[config.mk]
export PLATFORM = sky130hd
export DESIGN_NAME = amg_ctrl
export DESIGN_NICKNAME = d
export VERILOG_FILES = /design/src/rtl/amg_pkg.sv /design/src/rtl/amg_sync.sv /design/src/rtl/amg_wake_timer.sv /design/src/rtl/amg_ctrl.sv
export SDC_FILE = /design/constraint.sdc
export NUM_CORES = 1
export LEC_CHECK = 0
export ABC_AREA = 1
export BUFFER_PORTS_ARGS = -buffer_cell sky130_fd_sc_hd__buf_2
export CAP_MARGIN = 20
export CORE_MARGIN = 1
export CORE_UTILIZATION = 51
export DETAILED_ROUTE_END_ITERATION = 7
export PLACE_DENSITY = 0.8
export SLEW_MARGIN = 20
export SYNTH_ARGS = -nofsm -noshare
export SYNTH_HDL_FRONTEND = slang
export SYNTH_SLANG_ARGS = --single-unit
[constraint.sdc]
create_clock -name REF_CLK -period 2.6 [get_ports REF_CLK]
set_clock_uncertainty 0.15 [all_clocks]
set_input_delay 0.26 -clock REF_CLK [delete_from_list [all_inputs] [get_ports REF_CLK]]
set_output_delay 0.26 -clock REF_CLK [all_outputs]
set_load 0.02 [all_outputs]
[src/rtl/amg_pkg.sv]
package amg_pkg;

    // ****************************************
    // register map
    // ****************************************
    localparam logic [3:0] CTRL_OFFSET     = 4'h0;
    localparam logic [3:0] STATUS_OFFSET   = 4'h4;
    localparam logic [7:0] CTRL_RESET      = 8'h00;
    localparam logic [3:0] GAIN_LSB        = 4'h0;
    localparam logic [3:0] PD_LSB          = 4'h4;
    localparam logic [3:0] CAL_BIT         = 4'h7;
    localparam int         ST_GAIN_LSB     = 0;
    localparam int         ST_CMP_AB_BIT   = 4;
    localparam int         ST_CMP_CD_BIT   = 5;
    localparam int         ST_CONV_BIT     = 6;
    localparam int         ST_PIN_MODE_BIT = 7;
    localparam int         ST_INT_REF_BIT  = 8;
    localparam int         ST_READY_BIT    = 9;
    localparam int         ST_CAL_BIT      = 10;
    localparam logic [1:0] RESP_OKAY       = 2'h0;
    localparam logic [1:0] RESP_SLVERR     = 2'h2;

    // ****************************************
    // codes
    // ****************************************
    localparam logic [3:0] GAIN_SW_CTRL    = 4'h0;
    localparam logic [3:0] GAIN_DEFAULT    = 4'h1;
    localparam logic [3:0] GAIN_RESERVED   = 4'hf;
    localparam logic [2:0] PD_ALL_OFF      = 3'h0;
    localparam logic [2:0] PD_CONV_ONLY    = 3'h1;
    localparam logic [2:0] PD_CD_ONLY      = 3'h2;
    localparam logic [2:0] PD_AB_ONLY      = 3'h3;
    localparam logic [2:0] PD_CMP_ONLY     = 3'h4;
    localparam logic [2:0] PD_ALL_ON       = 3'h5;
    localparam logic [2:0] PD_RESET        = 3'h7;

    // ****************************************
    // wake-up timing
    // ****************************************
    localparam int         CLK_MHZ         = 125;
    localparam int         EXT_REF_WAKE_US = 15;
    localparam int         INT_REF_WAKE_US = 240;
    localparam int         EXT_REF_WAKE_CYC = EXT_REF_WAKE_US * CLK_MHZ;
    localparam int         INT_REF_WAKE_CYC = INT_REF_WAKE_US * CLK_MHZ;
    localparam int         WAKE_CNT_W      = 15;

    typedef struct packed {
        logic       cal;
        logic [2:0] pd;
        logic [3:0] gain;
    } amg_cfg_s;

    typedef struct packed {
        logic cmp_ab;
        logic cmp_cd;
        logic conv;
    } amg_pwr_s;

    typedef enum logic [1:0] {
        WAKE_WAIT  = 2'b00,
        WAKE_READY = 2'b01
    } amg_wake_e;

endpackage

[src/rtl/amg_sync.sv]
`timescale 1ns/10ps
module amg_sync #(
    parameter int W = 1
) (
    input  wire logic         clk,
    input  wire logic         rst_n,
    input  wire logic [W-1:0] d,
    output logic      [W-1:0] q
);

    logic [W-1:0] stage1;

    // first stage feeds only the second
    always_ff @(posedge clk or negedge rst_n)
    begin
        if (!rst_n)
        begin
            stage1 <= '0;
            q      <= '0;
        end
        else
        begin
            stage1 <= d;
            q      <= stage1;
        end
    end

endmodule

[src/rtl/amg_wake_timer.sv]
`timescale 1ns/10ps
module amg_wake_timer (
    input  wire logic                         clk,
    input  wire logic                         rst_n,
    input  wire logic                         start,
    input  wire logic [amg_pkg::WAKE_CNT_W-1:0] load,
    output logic                              busy
);

    logic [amg_pkg::WAKE_CNT_W-1:0] count;
    logic [amg_pkg::WAKE_CNT_W-1:0] next_count;

    assign next_count = start ? load : ((count != '0) ? count - 1'b1 : count);

    always_ff @(posedge clk or negedge rst_n)
    begin
        if (!rst_n)
        begin
            count <= '0;
            busy  <= 1'b0;
        end
        else
        begin
            count <= next_count;
            busy  <= (next_count != '0);
        end
    end

endmodule

[src/rtl/amg_ctrl.sv]
`timescale 1ns/10ps
// How it works
// - any gain pin high selects pin-driven mode
// - all gain pins low selects control register mode
// - gain codes 1..14 map to 1,2,3,4,6,8,12,16,24,32,48,64,96,128
// - control register mode takes gain from the register gain field
// - pin mode: gain, power, reference and calibration follow the pins
// - power mode from register or pins, pairs powered independently
// - power code decode per table, 111 all off
// - all power pins low in pin mode powers everything down
// - code 111 resets only in pin mode, else just powers down
// - reset clears registers, leaves comparators and converters off
// - mode follows gain pins every cycle from power-up on, registers start at zero
// - control register mode powers up all off with gain 1
// - external reference needs 15 us before ready
// - internal reference needs 240 us before ready
// - register bits 6:4 power code, bits 3:0 gain code
// - reference pin high picks internal reference, low external
module amg_ctrl #(
    parameter int INT_WAKE_CYC = amg_pkg::INT_REF_WAKE_CYC
) (
    input  wire logic        REF_CLK,
    input  wire logic        RSTN,
    input  wire logic        GAIN_SEL_BIT3,
    input  wire logic        GAIN_SEL_BIT2,
    input  wire logic        GAIN_SEL_BIT1,
    input  wire logic        GAIN_SEL_BIT0,
    input  wire logic        PWR_SEL_BIT2,
    input  wire logic        PWR_SEL_BIT1,
    input  wire logic        PWR_SEL_BIT0,
    input  wire logic        REFERENCE_SELECT,
    input  wire logic        CAL_PIN,
    output logic             PIN_MODE,
    output logic [3:0]       AMP_GAIN_CODE,
    output logic [7:0]       AMP_GAIN_FACTOR,
    output logic             CMP_AB_ON,
    output logic             CMP_CD_ON,
    output logic             CONV_ON,
    output logic             INT_REF_EN,
    output logic             CAL_START,
    output logic             READY,
    input  wire logic [31:0] S_AXI_AWADDR,
    input  wire logic        S_AXI_AWVALID,
    output logic             S_AXI_AWREADY,
    input  wire logic [31:0] S_AXI_WDATA,
    input  wire logic [3:0]  S_AXI_WSTRB,
    input  wire logic        S_AXI_WVALID,
    output logic             S_AXI_WREADY,
    output logic [1:0]       S_AXI_BRESP,
    output logic             S_AXI_BVALID,
    input  wire logic        S_AXI_BREADY,
    input  wire logic [31:0] S_AXI_ARADDR,
    input  wire logic        S_AXI_ARVALID,
    output logic             S_AXI_ARREADY,
    output logic [31:0]      S_AXI_RDATA,
    output logic [1:0]       S_AXI_RRESP,
    output logic             S_AXI_RVALID,
    input  wire logic        S_AXI_RREADY
);

    // ****************************************
    // functions
    // ****************************************
    function automatic amg_pkg::amg_pwr_s pd_decode(input logic [2:0] code);
        case (code)
            amg_pkg::PD_CONV_ONLY: return '{cmp_ab: 1'b0, cmp_cd: 1'b0, conv: 1'b1};
            amg_pkg::PD_CD_ONLY:   return '{cmp_ab: 1'b0, cmp_cd: 1'b1, conv: 1'b0};
            amg_pkg::PD_AB_ONLY:   return '{cmp_ab: 1'b1, cmp_cd: 1'b0, conv: 1'b0};
            amg_pkg::PD_CMP_ONLY:  return '{cmp_ab: 1'b1, cmp_cd: 1'b1, conv: 1'b0};
            amg_pkg::PD_ALL_ON:    return '{cmp_ab: 1'b1, cmp_cd: 1'b1, conv: 1'b1};
            default:               return '0;
        endcase
    endfunction

    function automatic logic [7:0] gain_factor(input logic [3:0] code);
        logic [15:0][7:0] tab;
        tab = {8'h01, 8'h80, 8'h60, 8'h40, 8'h30, 8'h20, 8'h18, 8'h10,
               8'h0c, 8'h08, 8'h06, 8'h04, 8'h03, 8'h02, 8'h01, 8'h01};
        return tab[code];
    endfunction

    function automatic logic addr_hit(input logic [31:0] a, input logic [3:0] off);
        return (a[31:4] == 28'h0000000) && (a[3:0] == off);
    endfunction

    // ****************************************
    // pin synchronisers
    // ****************************************
    logic [3:0]  gain_s;
    logic [2:0]  pd_s;
    logic        ref_s;
    logic        cal_s;

    amg_sync #(.W(9)) u_sync (
        .clk   (REF_CLK),
        .rst_n (RSTN),
        .d     ({GAIN_SEL_BIT3, GAIN_SEL_BIT2, GAIN_SEL_BIT1, GAIN_SEL_BIT0,
                 PWR_SEL_BIT2, PWR_SEL_BIT1, PWR_SEL_BIT0, REFERENCE_SELECT, CAL_PIN}),
        .q     ({gain_s, pd_s, ref_s, cal_s})
    );

    // ****************************************
    // mode and configuration decode
    // ****************************************
    amg_pkg::amg_cfg_s cfg;
    amg_pkg::amg_pwr_s next_pwr;
    logic              pin_mode_w;
    logic              pin_reset;
    logic [3:0]        src_gain;
    logic [2:0]        src_pd;
    logic [3:0]        next_gain;
    logic              next_cal;

    assign pin_mode_w = |gain_s;
    assign pin_reset  = pin_mode_w && (pd_s == amg_pkg::PD_RESET);
    assign src_pd     = pin_mode_w ? pd_s : cfg.pd;
    assign src_gain   = pin_mode_w ? gain_s : cfg.gain;
    // reserved code holds gain; zero field means gain 1
    assign next_gain  = (src_gain == amg_pkg::GAIN_RESERVED) ? AMP_GAIN_CODE :
                        (src_gain == amg_pkg::GAIN_SW_CTRL) ? amg_pkg::GAIN_DEFAULT : src_gain;
    assign next_pwr   = pin_reset ? '0 : pd_decode(src_pd);
    assign next_cal   = pin_mode_w ? cal_s : cfg.cal;

    always_ff @(posedge REF_CLK or negedge RSTN)
    begin
        if (!RSTN)
        begin
            PIN_MODE        <= 1'b0;
            AMP_GAIN_CODE   <= amg_pkg::GAIN_DEFAULT;
            AMP_GAIN_FACTOR <= 8'h01;
            CMP_AB_ON       <= 1'b0;
            CMP_CD_ON       <= 1'b0;
            CONV_ON         <= 1'b0;
            INT_REF_EN      <= 1'b0;
            CAL_START       <= 1'b0;
        end
        else
        begin
            PIN_MODE        <= pin_mode_w;
            AMP_GAIN_CODE   <= next_gain;
            AMP_GAIN_FACTOR <= gain_factor(next_gain);
            CMP_AB_ON       <= next_pwr.cmp_ab;
            CMP_CD_ON       <= next_pwr.cmp_cd;
            CONV_ON         <= next_pwr.conv;
            INT_REF_EN      <= ref_s;
            CAL_START       <= next_cal && !pin_reset;
        end
    end

    // ****************************************
    // wake-up timing
    // ****************************************
    amg_pkg::amg_wake_e              wake;
    amg_pkg::amg_wake_e              next_wake;
    logic                            wake_start;
    logic                            wake_busy;
    logic                            boot;
    logic [amg_pkg::WAKE_CNT_W-1:0]  wake_load;

    // restart on power-up, pin reset, reference change, converters waking
    assign wake_start = boot || pin_reset || (ref_s != INT_REF_EN) || (next_pwr.conv && !CONV_ON);
    assign wake_load  = ref_s ? amg_pkg::WAKE_CNT_W'(INT_WAKE_CYC) : amg_pkg::WAKE_CNT_W'(amg_pkg::EXT_REF_WAKE_CYC);

    amg_wake_timer u_timer (
        .clk   (REF_CLK),
        .rst_n (RSTN),
        .start (wake_start),
        .load  (wake_load),
        .busy  (wake_busy)
    );

    always_comb
    begin
        case (wake)
            amg_pkg::WAKE_WAIT:  next_wake = (!wake_busy && !wake_start) ? amg_pkg::WAKE_READY : amg_pkg::WAKE_WAIT;
            amg_pkg::WAKE_READY: next_wake = wake_start ? amg_pkg::WAKE_WAIT : amg_pkg::WAKE_READY;
            default:             next_wake = amg_pkg::WAKE_WAIT;
        endcase
    end

    always_ff @(posedge REF_CLK or negedge RSTN)
    begin
        if (!RSTN)
        begin
            wake <= amg_pkg::WAKE_WAIT;
            READY <= 1'b0;
            boot <= 1'b1;
        end
        else
        begin
            wake <= next_wake;
            READY <= (next_wake == amg_pkg::WAKE_READY);
            boot <= 1'b0;
        end
    end

    // ****************************************
    // axi4-lite slave
    // ****************************************
    logic [31:0] wr_addr;
    logic [31:0] wr_data;
    logic [3:0]  wr_strb;
    logic        aw_take;
    logic        w_take;
    logic        commit;
    logic        wr_ctrl;
    logic        cfg_we;
    logic        ar_take;
    logic [31:0] status_word;
    logic [31:0] rd_word;
    logic        rd_ok;

    assign aw_take = S_AXI_AWVALID && S_AXI_AWREADY;
    assign w_take  = S_AXI_WVALID && S_AXI_WREADY;
    assign ar_take = S_AXI_ARVALID && S_AXI_ARREADY;
    // both halves held and no response pending
    assign commit  = !S_AXI_AWREADY && !S_AXI_WREADY && !S_AXI_BVALID;
    assign wr_ctrl = addr_hit(wr_addr, amg_pkg::CTRL_OFFSET);
    // control register holds gain and power fields
    assign cfg_we  = commit && wr_ctrl && wr_strb[0];

    assign status_word = {21'h000000, CAL_START, READY, INT_REF_EN, PIN_MODE,
                          CONV_ON, CMP_CD_ON, CMP_AB_ON, AMP_GAIN_CODE};
    assign rd_ok   = addr_hit(S_AXI_ARADDR, amg_pkg::CTRL_OFFSET) ||
                     addr_hit(S_AXI_ARADDR, amg_pkg::STATUS_OFFSET);
    assign rd_word = addr_hit(S_AXI_ARADDR, amg_pkg::CTRL_OFFSET) ? {24'h000000, cfg} :
                     addr_hit(S_AXI_ARADDR, amg_pkg::STATUS_OFFSET) ? status_word : 32'h00000000;

    always_ff @(posedge REF_CLK or negedge RSTN)
    begin
        if (!RSTN)
        begin
            S_AXI_AWREADY <= 1'b1;
            S_AXI_WREADY  <= 1'b1;
            S_AXI_BVALID  <= 1'b0;
            S_AXI_BRESP   <= amg_pkg::RESP_OKAY;
            wr_addr       <= 32'h00000000;
            wr_data       <= 32'h00000000;
            wr_strb       <= 4'h0;
        end
        else
        begin
            if (aw_take)
            begin
                S_AXI_AWREADY <= 1'b0;
                wr_addr       <= S_AXI_AWADDR;
            end
            if (w_take)
            begin
                S_AXI_WREADY <= 1'b0;
                wr_data      <= S_AXI_WDATA;
                wr_strb      <= S_AXI_WSTRB;
            end
            if (commit)
            begin
                S_AXI_BVALID <= 1'b1;
                S_AXI_BRESP  <= wr_ctrl ? amg_pkg::RESP_OKAY : amg_pkg::RESP_SLVERR;
            end
            else if (S_AXI_BVALID && S_AXI_BREADY)
            begin
                S_AXI_BVALID  <= 1'b0;
                S_AXI_AWREADY <= 1'b1;
                S_AXI_WREADY  <= 1'b1;
            end
        end
    end

    always_ff @(posedge REF_CLK or negedge RSTN)
    begin
        if (!RSTN)
        begin
            S_AXI_ARREADY <= 1'b1;
            S_AXI_RVALID  <= 1'b0;
            S_AXI_RDATA   <= 32'h00000000;
            S_AXI_RRESP   <= amg_pkg::RESP_OKAY;
        end
        else if (ar_take)
        begin
            S_AXI_ARREADY <= 1'b0;
            S_AXI_RVALID  <= 1'b1;
            S_AXI_RDATA   <= rd_word;
            S_AXI_RRESP   <= rd_ok ? amg_pkg::RESP_OKAY : amg_pkg::RESP_SLVERR;
        end
        else if (S_AXI_RVALID && S_AXI_RREADY)
        begin
            S_AXI_ARREADY <= 1'b1;
            S_AXI_RVALID  <= 1'b0;
        end
    end

    // ****************************************
    // configuration register
    // ****************************************
    // cleared by reset and pin reset; pin reset beats a write
    always_ff @(posedge REF_CLK or negedge RSTN)
    begin
        if (!RSTN)
            cfg <= amg_pkg::CTRL_RESET;
        else if (pin_reset)
            cfg <= amg_pkg::CTRL_RESET;
        else if (cfg_we)
            cfg <= wr_data[7:0];
    end

    // ****************************************
    // checks
    // ****************************************
    logic [15:0] low_cnt;

    always_ff @(posedge REF_CLK or negedge RSTN)
    begin
        if (!RSTN)
            low_cnt <= 16'h0000;
        else
            low_cnt <= READY ? 16'h0000 : low_cnt + 16'h0001;
    end
endmodule

==> metrics.md, run 1 <==
| Metric | Value |
|---|---|
| Final wirelength | 14000 um |
| H-tree levels | 4 |
| Via count | 4699 |
| Top cells by area, synth | dfrtp_1, nand2_1, mux2_2 |
| Aggregate global-route resource usage | 27.8% |
| CTS Hold Bufs | 61 |
| Slowest cell delay on critical path | 370 ps |
| Initial Util | 52.4% |
| Synth unique cells | 40 |
| Setup_tns | 0 ps |
| Max-slew violation count | 0 |
| Max clock buf depth | 2 |
| Cells after synthesis | 572 |
| Share of the synthesized area in the top cell type | 53.2% |
| Endpoints failing setup | 0 |
| Die H | roughly 110 um |
| Crit-path cells | inv_1, ha_1, nand2_1, nor2_2, nand2_2, nand2_1, inv_1, nor3_1, nand2_1, nor2_1, nand3_1 |
| Mapped Area | about 5400 sq um |
| Crit-path max FO | 10 |
| Post-synth ARST share | 100% |
| Layout cells sized above 1 | 28.8% |
| Fin crit share | 84.7% |
| Synth warn | 0 |
| Status | completed |
| Area Overhead vs Synth | 35.5% |
| Resized Gates After CTS | 0 |
| Post-synth EDFFs | 0 |
| First-pass GRT wire length | between 20000 and 25000 um |
| FF+latch count, synth | 121 |
| Core Area | 10300 sq um |
| Slew Limit Headroom | 41.3% |
| VDD IR max | around 0.00064 V |
| Vias in the first global route | 4888 |
| Clock period minus worst slack | between 2000 and 2500 ps |
| Worst Max-Slew Pin Slew | 878 ps |
| Slowest CP cell | dfrtp_1 |
| HPWL after DPL | 8800 um |
| Worst skew pair latency | 530 ps |
| Cell mode on critical path | nand2_1 |
| Finished Core Util | 71.0% |
| Final hold slack | 23.2 ps |
| Synth Flop Type | dfrtp_1 |
| Post-detailed-route via-to-cell ratio | about 5.1 |
| Die width | 105 um |
| Postcts setup bufs | 0 |
| Routed wire length per instance | ~15 um |
| Initial DRT Pass Iterations | 4 |
| Worst Path Arrival | 2460 ps |
| GPL Wtd Cong | 0.866 |
| Yosys top cell by area | dfrtp_1 |
| Max-cap viol count | 0 |
| Post-route DRC | 0 |
| Clock transition at path regs | 60 ps |
| Antenna Nets Post-Route | 0 |
| Final hold vios | 0 |
| IO buf count | 125 |
| Crit path launch type | register |
| Sinks on Clock Net | 121 |
| Total power | 6010 uW |
| Register area share after synthesis | a little under three fifths |
| Grt total ovfl | 0 |
| Worst min path class | primary input to register |
| Initial DRC Count | ~230 |
| Core Rows | 37 |
| Count leader, synth | dfrtp_1 |
| FMAX | 0.454 GHz |
| TritonCTS clock tree | built |
| Nets | 892 |
| Largest net degree at the start of global routing | 58 |
| Syn Area/Cell | roughly 9.5 sq um |
| Initial antenna violation count | 2 |
| Die area | ~11000 sq um |
| Static leakage power | about 0.0037 uW |
| Most frequent cells after synthesis | dfrtp_1, nand2_1, nor2_1, inv_1, nand3_1 |
| CTS buffer count | 17 |
| RSZ-0062 raised after global routing | no |
| # IOs | around 180 |
| Crit Path Category | register to register |
| Root buffer selected by CTS | clkbuf_8 |
| Worst setup EP type | register |
| Power density cells | 819 nW/um^2 |
| CP required | 2860 ps |
registers in the layout, indices dropped and copies added (netlist names), 4 cells and up:
signal           count
wr_addr             32
AMP_GAIN_CODE        4
u_sync.q             9
cfg                  8
wr_data              8
u_sync.stage1        9
AMP_GAIN_FACTOR      8
S_AXI_RDATA         11
u_timer.count       15
worst paths after layout:
path	startpoint	end	slack [ps]	cells after the start
worst max register to register	u_timer.count[0]	u_timer.busy	400	11
worst max-delay path	u_timer.count[0]	u_timer.busy	400	11
worst min-delay path	S_AXI_ARADDR[0]	S_AXI_RRESP[1]	20	6
min in group asynchronous	RSTN	READY	130	2
worst min register to register	u_sync.stage1[8]	u_sync.q[8]	200	0
max in group asynchronous	RSTN	boot	1400	3
through the flow:
stage | instances | area (sq um) | setup slack [ps]
6_report | 926 | 7330 | 397
2_1_floorplan | 595 | 5500 | 734
4_1_cts | 924 | 7330 | 406
3_5_place_dp | 831 | 6140 | 410
3_3_place_gp | 831 | 6140 | 413
5_1_grt | 926 | 7330 | 156
critical path: cells and delay by family, from the launching register on:
kind | cells | cell delay (ps)
adder cells (fa/ha/maj) | 1 | 280
flip-flops | 1 | 370
AND/OR/NAND/NOR | 8 | 1130
buffers and inverters | 2 | 160
cells in the final DEF (no fill, tap or decap), drive strengths merged:
cell           n
a21o           1
a21oi         25
a31oi          1
and2           1
buf          131
bufinv         2
clkbuf        19
clkinv         8
clkinvlp       3
conb          24
dfrtp        115
dfstp          6
diode          2
dlygate4sd3   61
ha             1
inv           67
mux2          23
nand2        120
nand3         50
nand3b         1
nand4          7
nor2          70
nor3           6
nor4          10
o21a           2
o21ai         24
o21bai         2
o22ai          2
xnor2          2
xor2           4
layer usage:
layer	share of wire, %	global-route usage, %
met1	39	31.1
met2	51	49.2
met3	5.6	5.93
met4	3.8	15.2
met5	0	0
final cells by class:
| class | instances | area (sq um) |
|---|---|---|
| antenna | 2 | 5.00 |
| clock buffer | 19 | 432 |
| fill | 734 | 2990 |
| tap | 136 | 170 |
| inverter | 67 | 251 |
| multi-input combinational | 376 | 2000 |
| sequential | 121 | 3040 |
| timing repair buffer | 192 | 1300 |
| clock inverter | 13 | 145 |
report_power, final:
part	switching, uW	internal, uW	leakage [uW]
logic	663	505	0.00201
clock network	878	1390	0.000275
registers	256	2310	0.00144
total	1800	4210	0.00373
logic make-up after synthesis:
logic type | count (synthesis) | share of synthesized area, %
simple gates | 265 | 22.8
other cells | 1 | 0.0693
mux | 23 | 4.79
xor+xnor | 6 | 0.971
fa+ha+maj | 1 | 0.231
buf+inv | 98 | 8.55
compound gates | 57 | 6.54
flops | 121 | 56.1
Note: power is estimated with default switching activity, not from simulation.
==> run 2, diff against run 1 <==
- ABC_AREA: 1 -> 0
- CORE_UTILIZATION: 51 -> 45
- PLACE_DENSITY: 0.8 -> 0.75
- clock period: 2.6 -> 1.95 ns (I/O delays scaled with it)
==> run 2 against run 1 <==
  * Non-clock buffer count increased by 68
  * The flow now finishes with violations (setup timing)
  * Utilization grew 1.9 points
  * Synthesized cell count fell by 23%
  * Largest power group unchanged
  * Highest routed layer unchanged
==> metrics.md, run 2 <==
| Metric | Value |
|---|---|
| Status | complete, but fails checks |
| Failing checks | setup timing |
| Final wirelength | between 15000 and 20000 um |
| Register area share after synthesis | 58.1% |
| Initial DRC Count | about 260 |
| VDD IR max | roughly 0.00086 V |
| Setup_tns | -3130 ps |
| Mapped Area | 5230 sq um |
| Slowest CP cell | dfrtp_1 |
| Max Used Layer | met4 |
| Clock transition at path regs | ~60 ps |
| RSZ-0062 raised after global routing | yes |
| Share of the synthesized area in the top cell type | 55.1% |
| Endpoints failing setup | 23 |
| Multi-input logic area | 2350 sq um |
| Switching Fraction | 27.1% |
| Reg with most FFs | wr_addr |
| Final hold vios | 0 |
| Post-synth ARST share | 100% |
| Crit Path Category | register to register |
| Synth Flop Type | dfrtp_1 |
| Crit-path cells | buf_6, buf_4, nor2_1, nand2_1, o31ai_2, nand4_1, a211oi_2, nand4_1 |
| Root buffer selected by CTS | clkbuf_16 |
| HPWL after DPL | just under 9000 um |
| Largest net degree at the start of global routing | 56 |
| Fin crit share | 111% |
| Combinational share of power | 19.8% |
| Crit path launch type | register |
| Initial DRT Pass Iterations | 4 |
| Most frequent cells after synthesis | dfrtp_1, mux2_2, nand2_1, nor2_1, buf_4 |
| Die area | 12000 sq um |
| Antenna Nets Post-Route | 0 |
| Reg power frac | between 40% and 50% |
| Synth unique cells | 52 |
| IO buf count | 125 |
| Crit-path max FO | 5 |
| Max clock buf depth | 2 |
| Power density cells | a little over 1000 nW/um^2 |
| Die width | 110 um |
| TritonCTS clock tree | built |
| Static leakage power | 0.00372 uW |
| Pint | 6020 uW |
| Top cells by area, synth | dfrtp_1, mux2_2, mux2i_1 |
| Sequential cell area | 3040 sq um |
| Commonest non-fill, non-tap cells in the layout | buf_2, dfrtp_1, buf_4 |
| Largest regs | wr_addr x32, u_timer.count x15, S_AXI_RDATA x11 |
| FMAX | 0.461 GHz |
| Initial Util | 47.2% |
| Max reg flops | 32 |
| N_diodes | 0 |
| Cell family with most CP delay | simple AND/OR/NAND/NOR gates |
| Cells after synthesis | ~440 |
| Worst Max-Slew Pin Slew | 550 ps |
| WL met3 | 994 um |
| Max-cap viol count | 0 |
| CTS buffer count | 17 |
| Net switching power | 2230 uW |
| Post-detailed-route via-to-cell ratio | 5.34 |
| M1 WL | 5710 um |
| Clock period minus worst slack | 2170 ps |
| Worst skew pair latency | 410 ps |
| Core Area | 11100 sq um |
| Post-synth EDFFs | 0 |
| Met2 WL | 8820 um |
| Most common cell after layout, fill and taps aside | buf_2 |
| Fill cells | around 700 |
| Sinks on Clock Net | 121 |
| Routed wire length per instance | 18.4 um |
| Core Rows | 38 |
| GPL Wtd Cong | around 0.89 |
| Buf+Inv Stages, Crit Path | 2 |
| FF+latch count, synth | 121 |
| Worst setup EP type | register |
| Worst min path class | primary input to async pin |
| Aggregate global-route resource usage | a little over a quarter |
| Yosys top cell by area | dfrtp_1 |
| Via count | 4581 |
| Cell mode on critical path | nand4_1 |
| H-tree levels | 4 |
| Max-slew violation count | 0 |
| Layout cells sized above 1 | 48.1% |
| Worst setup margin | -218 ps |
| Grt total ovfl | 0 |
| Vias in the first global route | 4746 |
| Count leader, synth | dfrtp_1 |
| Total power | 8250 uW |
| Syn Area/Cell | between 10 and 15 sq um |
| Area Overhead vs Synth | 54.6% |
| Initial antenna violation count | 0 |
| Nets | a little over 800 |
| # IOs | ~180 |
| Worst Path Arrival | 2280 ps |
| First-pass GRT wire length | 23400 um |
| Slew Limit Headroom | between 60% and 70% |
| Synth warn | 0 |
| Slowest cell delay on critical path | 420 ps |
| Die H | 110 um |
| CP required | 2070 ps |
| Post-route DRC | 0 |
| Clock Power Share | 38.3% |
==> run 2: metal layers <==
metal / global-route usage, % / vias to the layer above
met5: 0 / -
li1: - / 2065
met3: 7.65 / 31
met2: 49.3 / 212
met1: 27.9 / 2273
met4: 10.7 / 0
==> run 2: per-stage QoR <==
stage | hold slack (ps) | setup WS (ps) | std cells | cell area [sq um] | utilization [%]
floorplan | -251 | -213 | 461 | 5390 | -
global placement | -29.4 | -176 | 758 | 6510 | 58.8
detailed placement | -24.3 | -228 | 758 | 6510 | 58.8
CTS | 104 | -118 | 856 | 7890 | 71.2
global route | 125 | -303 | 858 | 8080 | 72.9
finish | 108 | -218 | 858 | 8080 | 72.9
==> run 2: repair_timing <==
| item | in CTS | in global routing |
|---|---|---|
| hold endpoints to repair | 170 | 0 |
| hold buffers | 59 | 0 |
| setup endpoints to repair | 26 | 33 |
| gates resized for setup | 34 | 40 |
| setup buffers | 8 | 3 |
| pin swaps | 13 | 18 |
==> run 2: kinds of logic (layout without fill, tap and decap cells) <==
family	count (synthesis)	in the layout	share of synthesized area [%]
AO/OA/AOI/OAI	52	52	6.83
buffers and inverters	50	307	5.34
XOR/XNOR	6	6	1.01
adder cells (fa/ha/maj)	1	1	0.239
multiplexers	59	59	12.3
AND/OR/NAND/NOR	148	148	16.1
other	1	24	0.0718
flip-flops	121	121	58.1
==> run 2: path summary, 6_finish.rpt <==
path	from	depth (start not counted)	slack (ps)	to
setup / recovery	u_timer.count[2]	8	-220	u_timer.busy
hold / removal	RSTN	2	110	wr_addr[14]
setup reg to reg	u_timer.count[2]	8	-220	u_timer.busy
hold reg to reg	u_sync.stage1[1]	0	190	u_sync.q[1]
max in group asynchronous	RSTN	3	880	boot
min in group REF_CLK	S_AXI_ARADDR[30]	5	130	S_AXI_RDATA[6]
==> run 2: layout make-up <==
type / instances / share of cell area (%)
Clock buffer: 23 / 5.79
Clock inverter: 9 / 1.52
Inverter: 15 / 0.728
Multi-Input combinational cell: 290 / 29.1
Sequential cell: 121 / 37.6
Tap cell: 140 / 2.17
Timing Repair Buffer: 260 / 23.1
==> run 2: worst register-to-register path, delay by kind of cell (launching register included) <==
kind,cells,cell delay [ps]
buffers and inverters,2,280
AO/OA/AOI/OAI,2,540
flip-flops,1,420
AND/OR/NAND/NOR,4,630
==> run 2: power by group through the flow <==
stage / Sequential (uW) / Combinational, uW / Clock, uW
global placement: 3370 / 1280 / 0
floorplan: 3400 / 839 / 0
CTS: 3410 / 1510 / 3180
finish: 3460 / 1630 / 3160
global route: 3510 / 1760 / 3330
detailed placement: 3410 / 1340 / 0
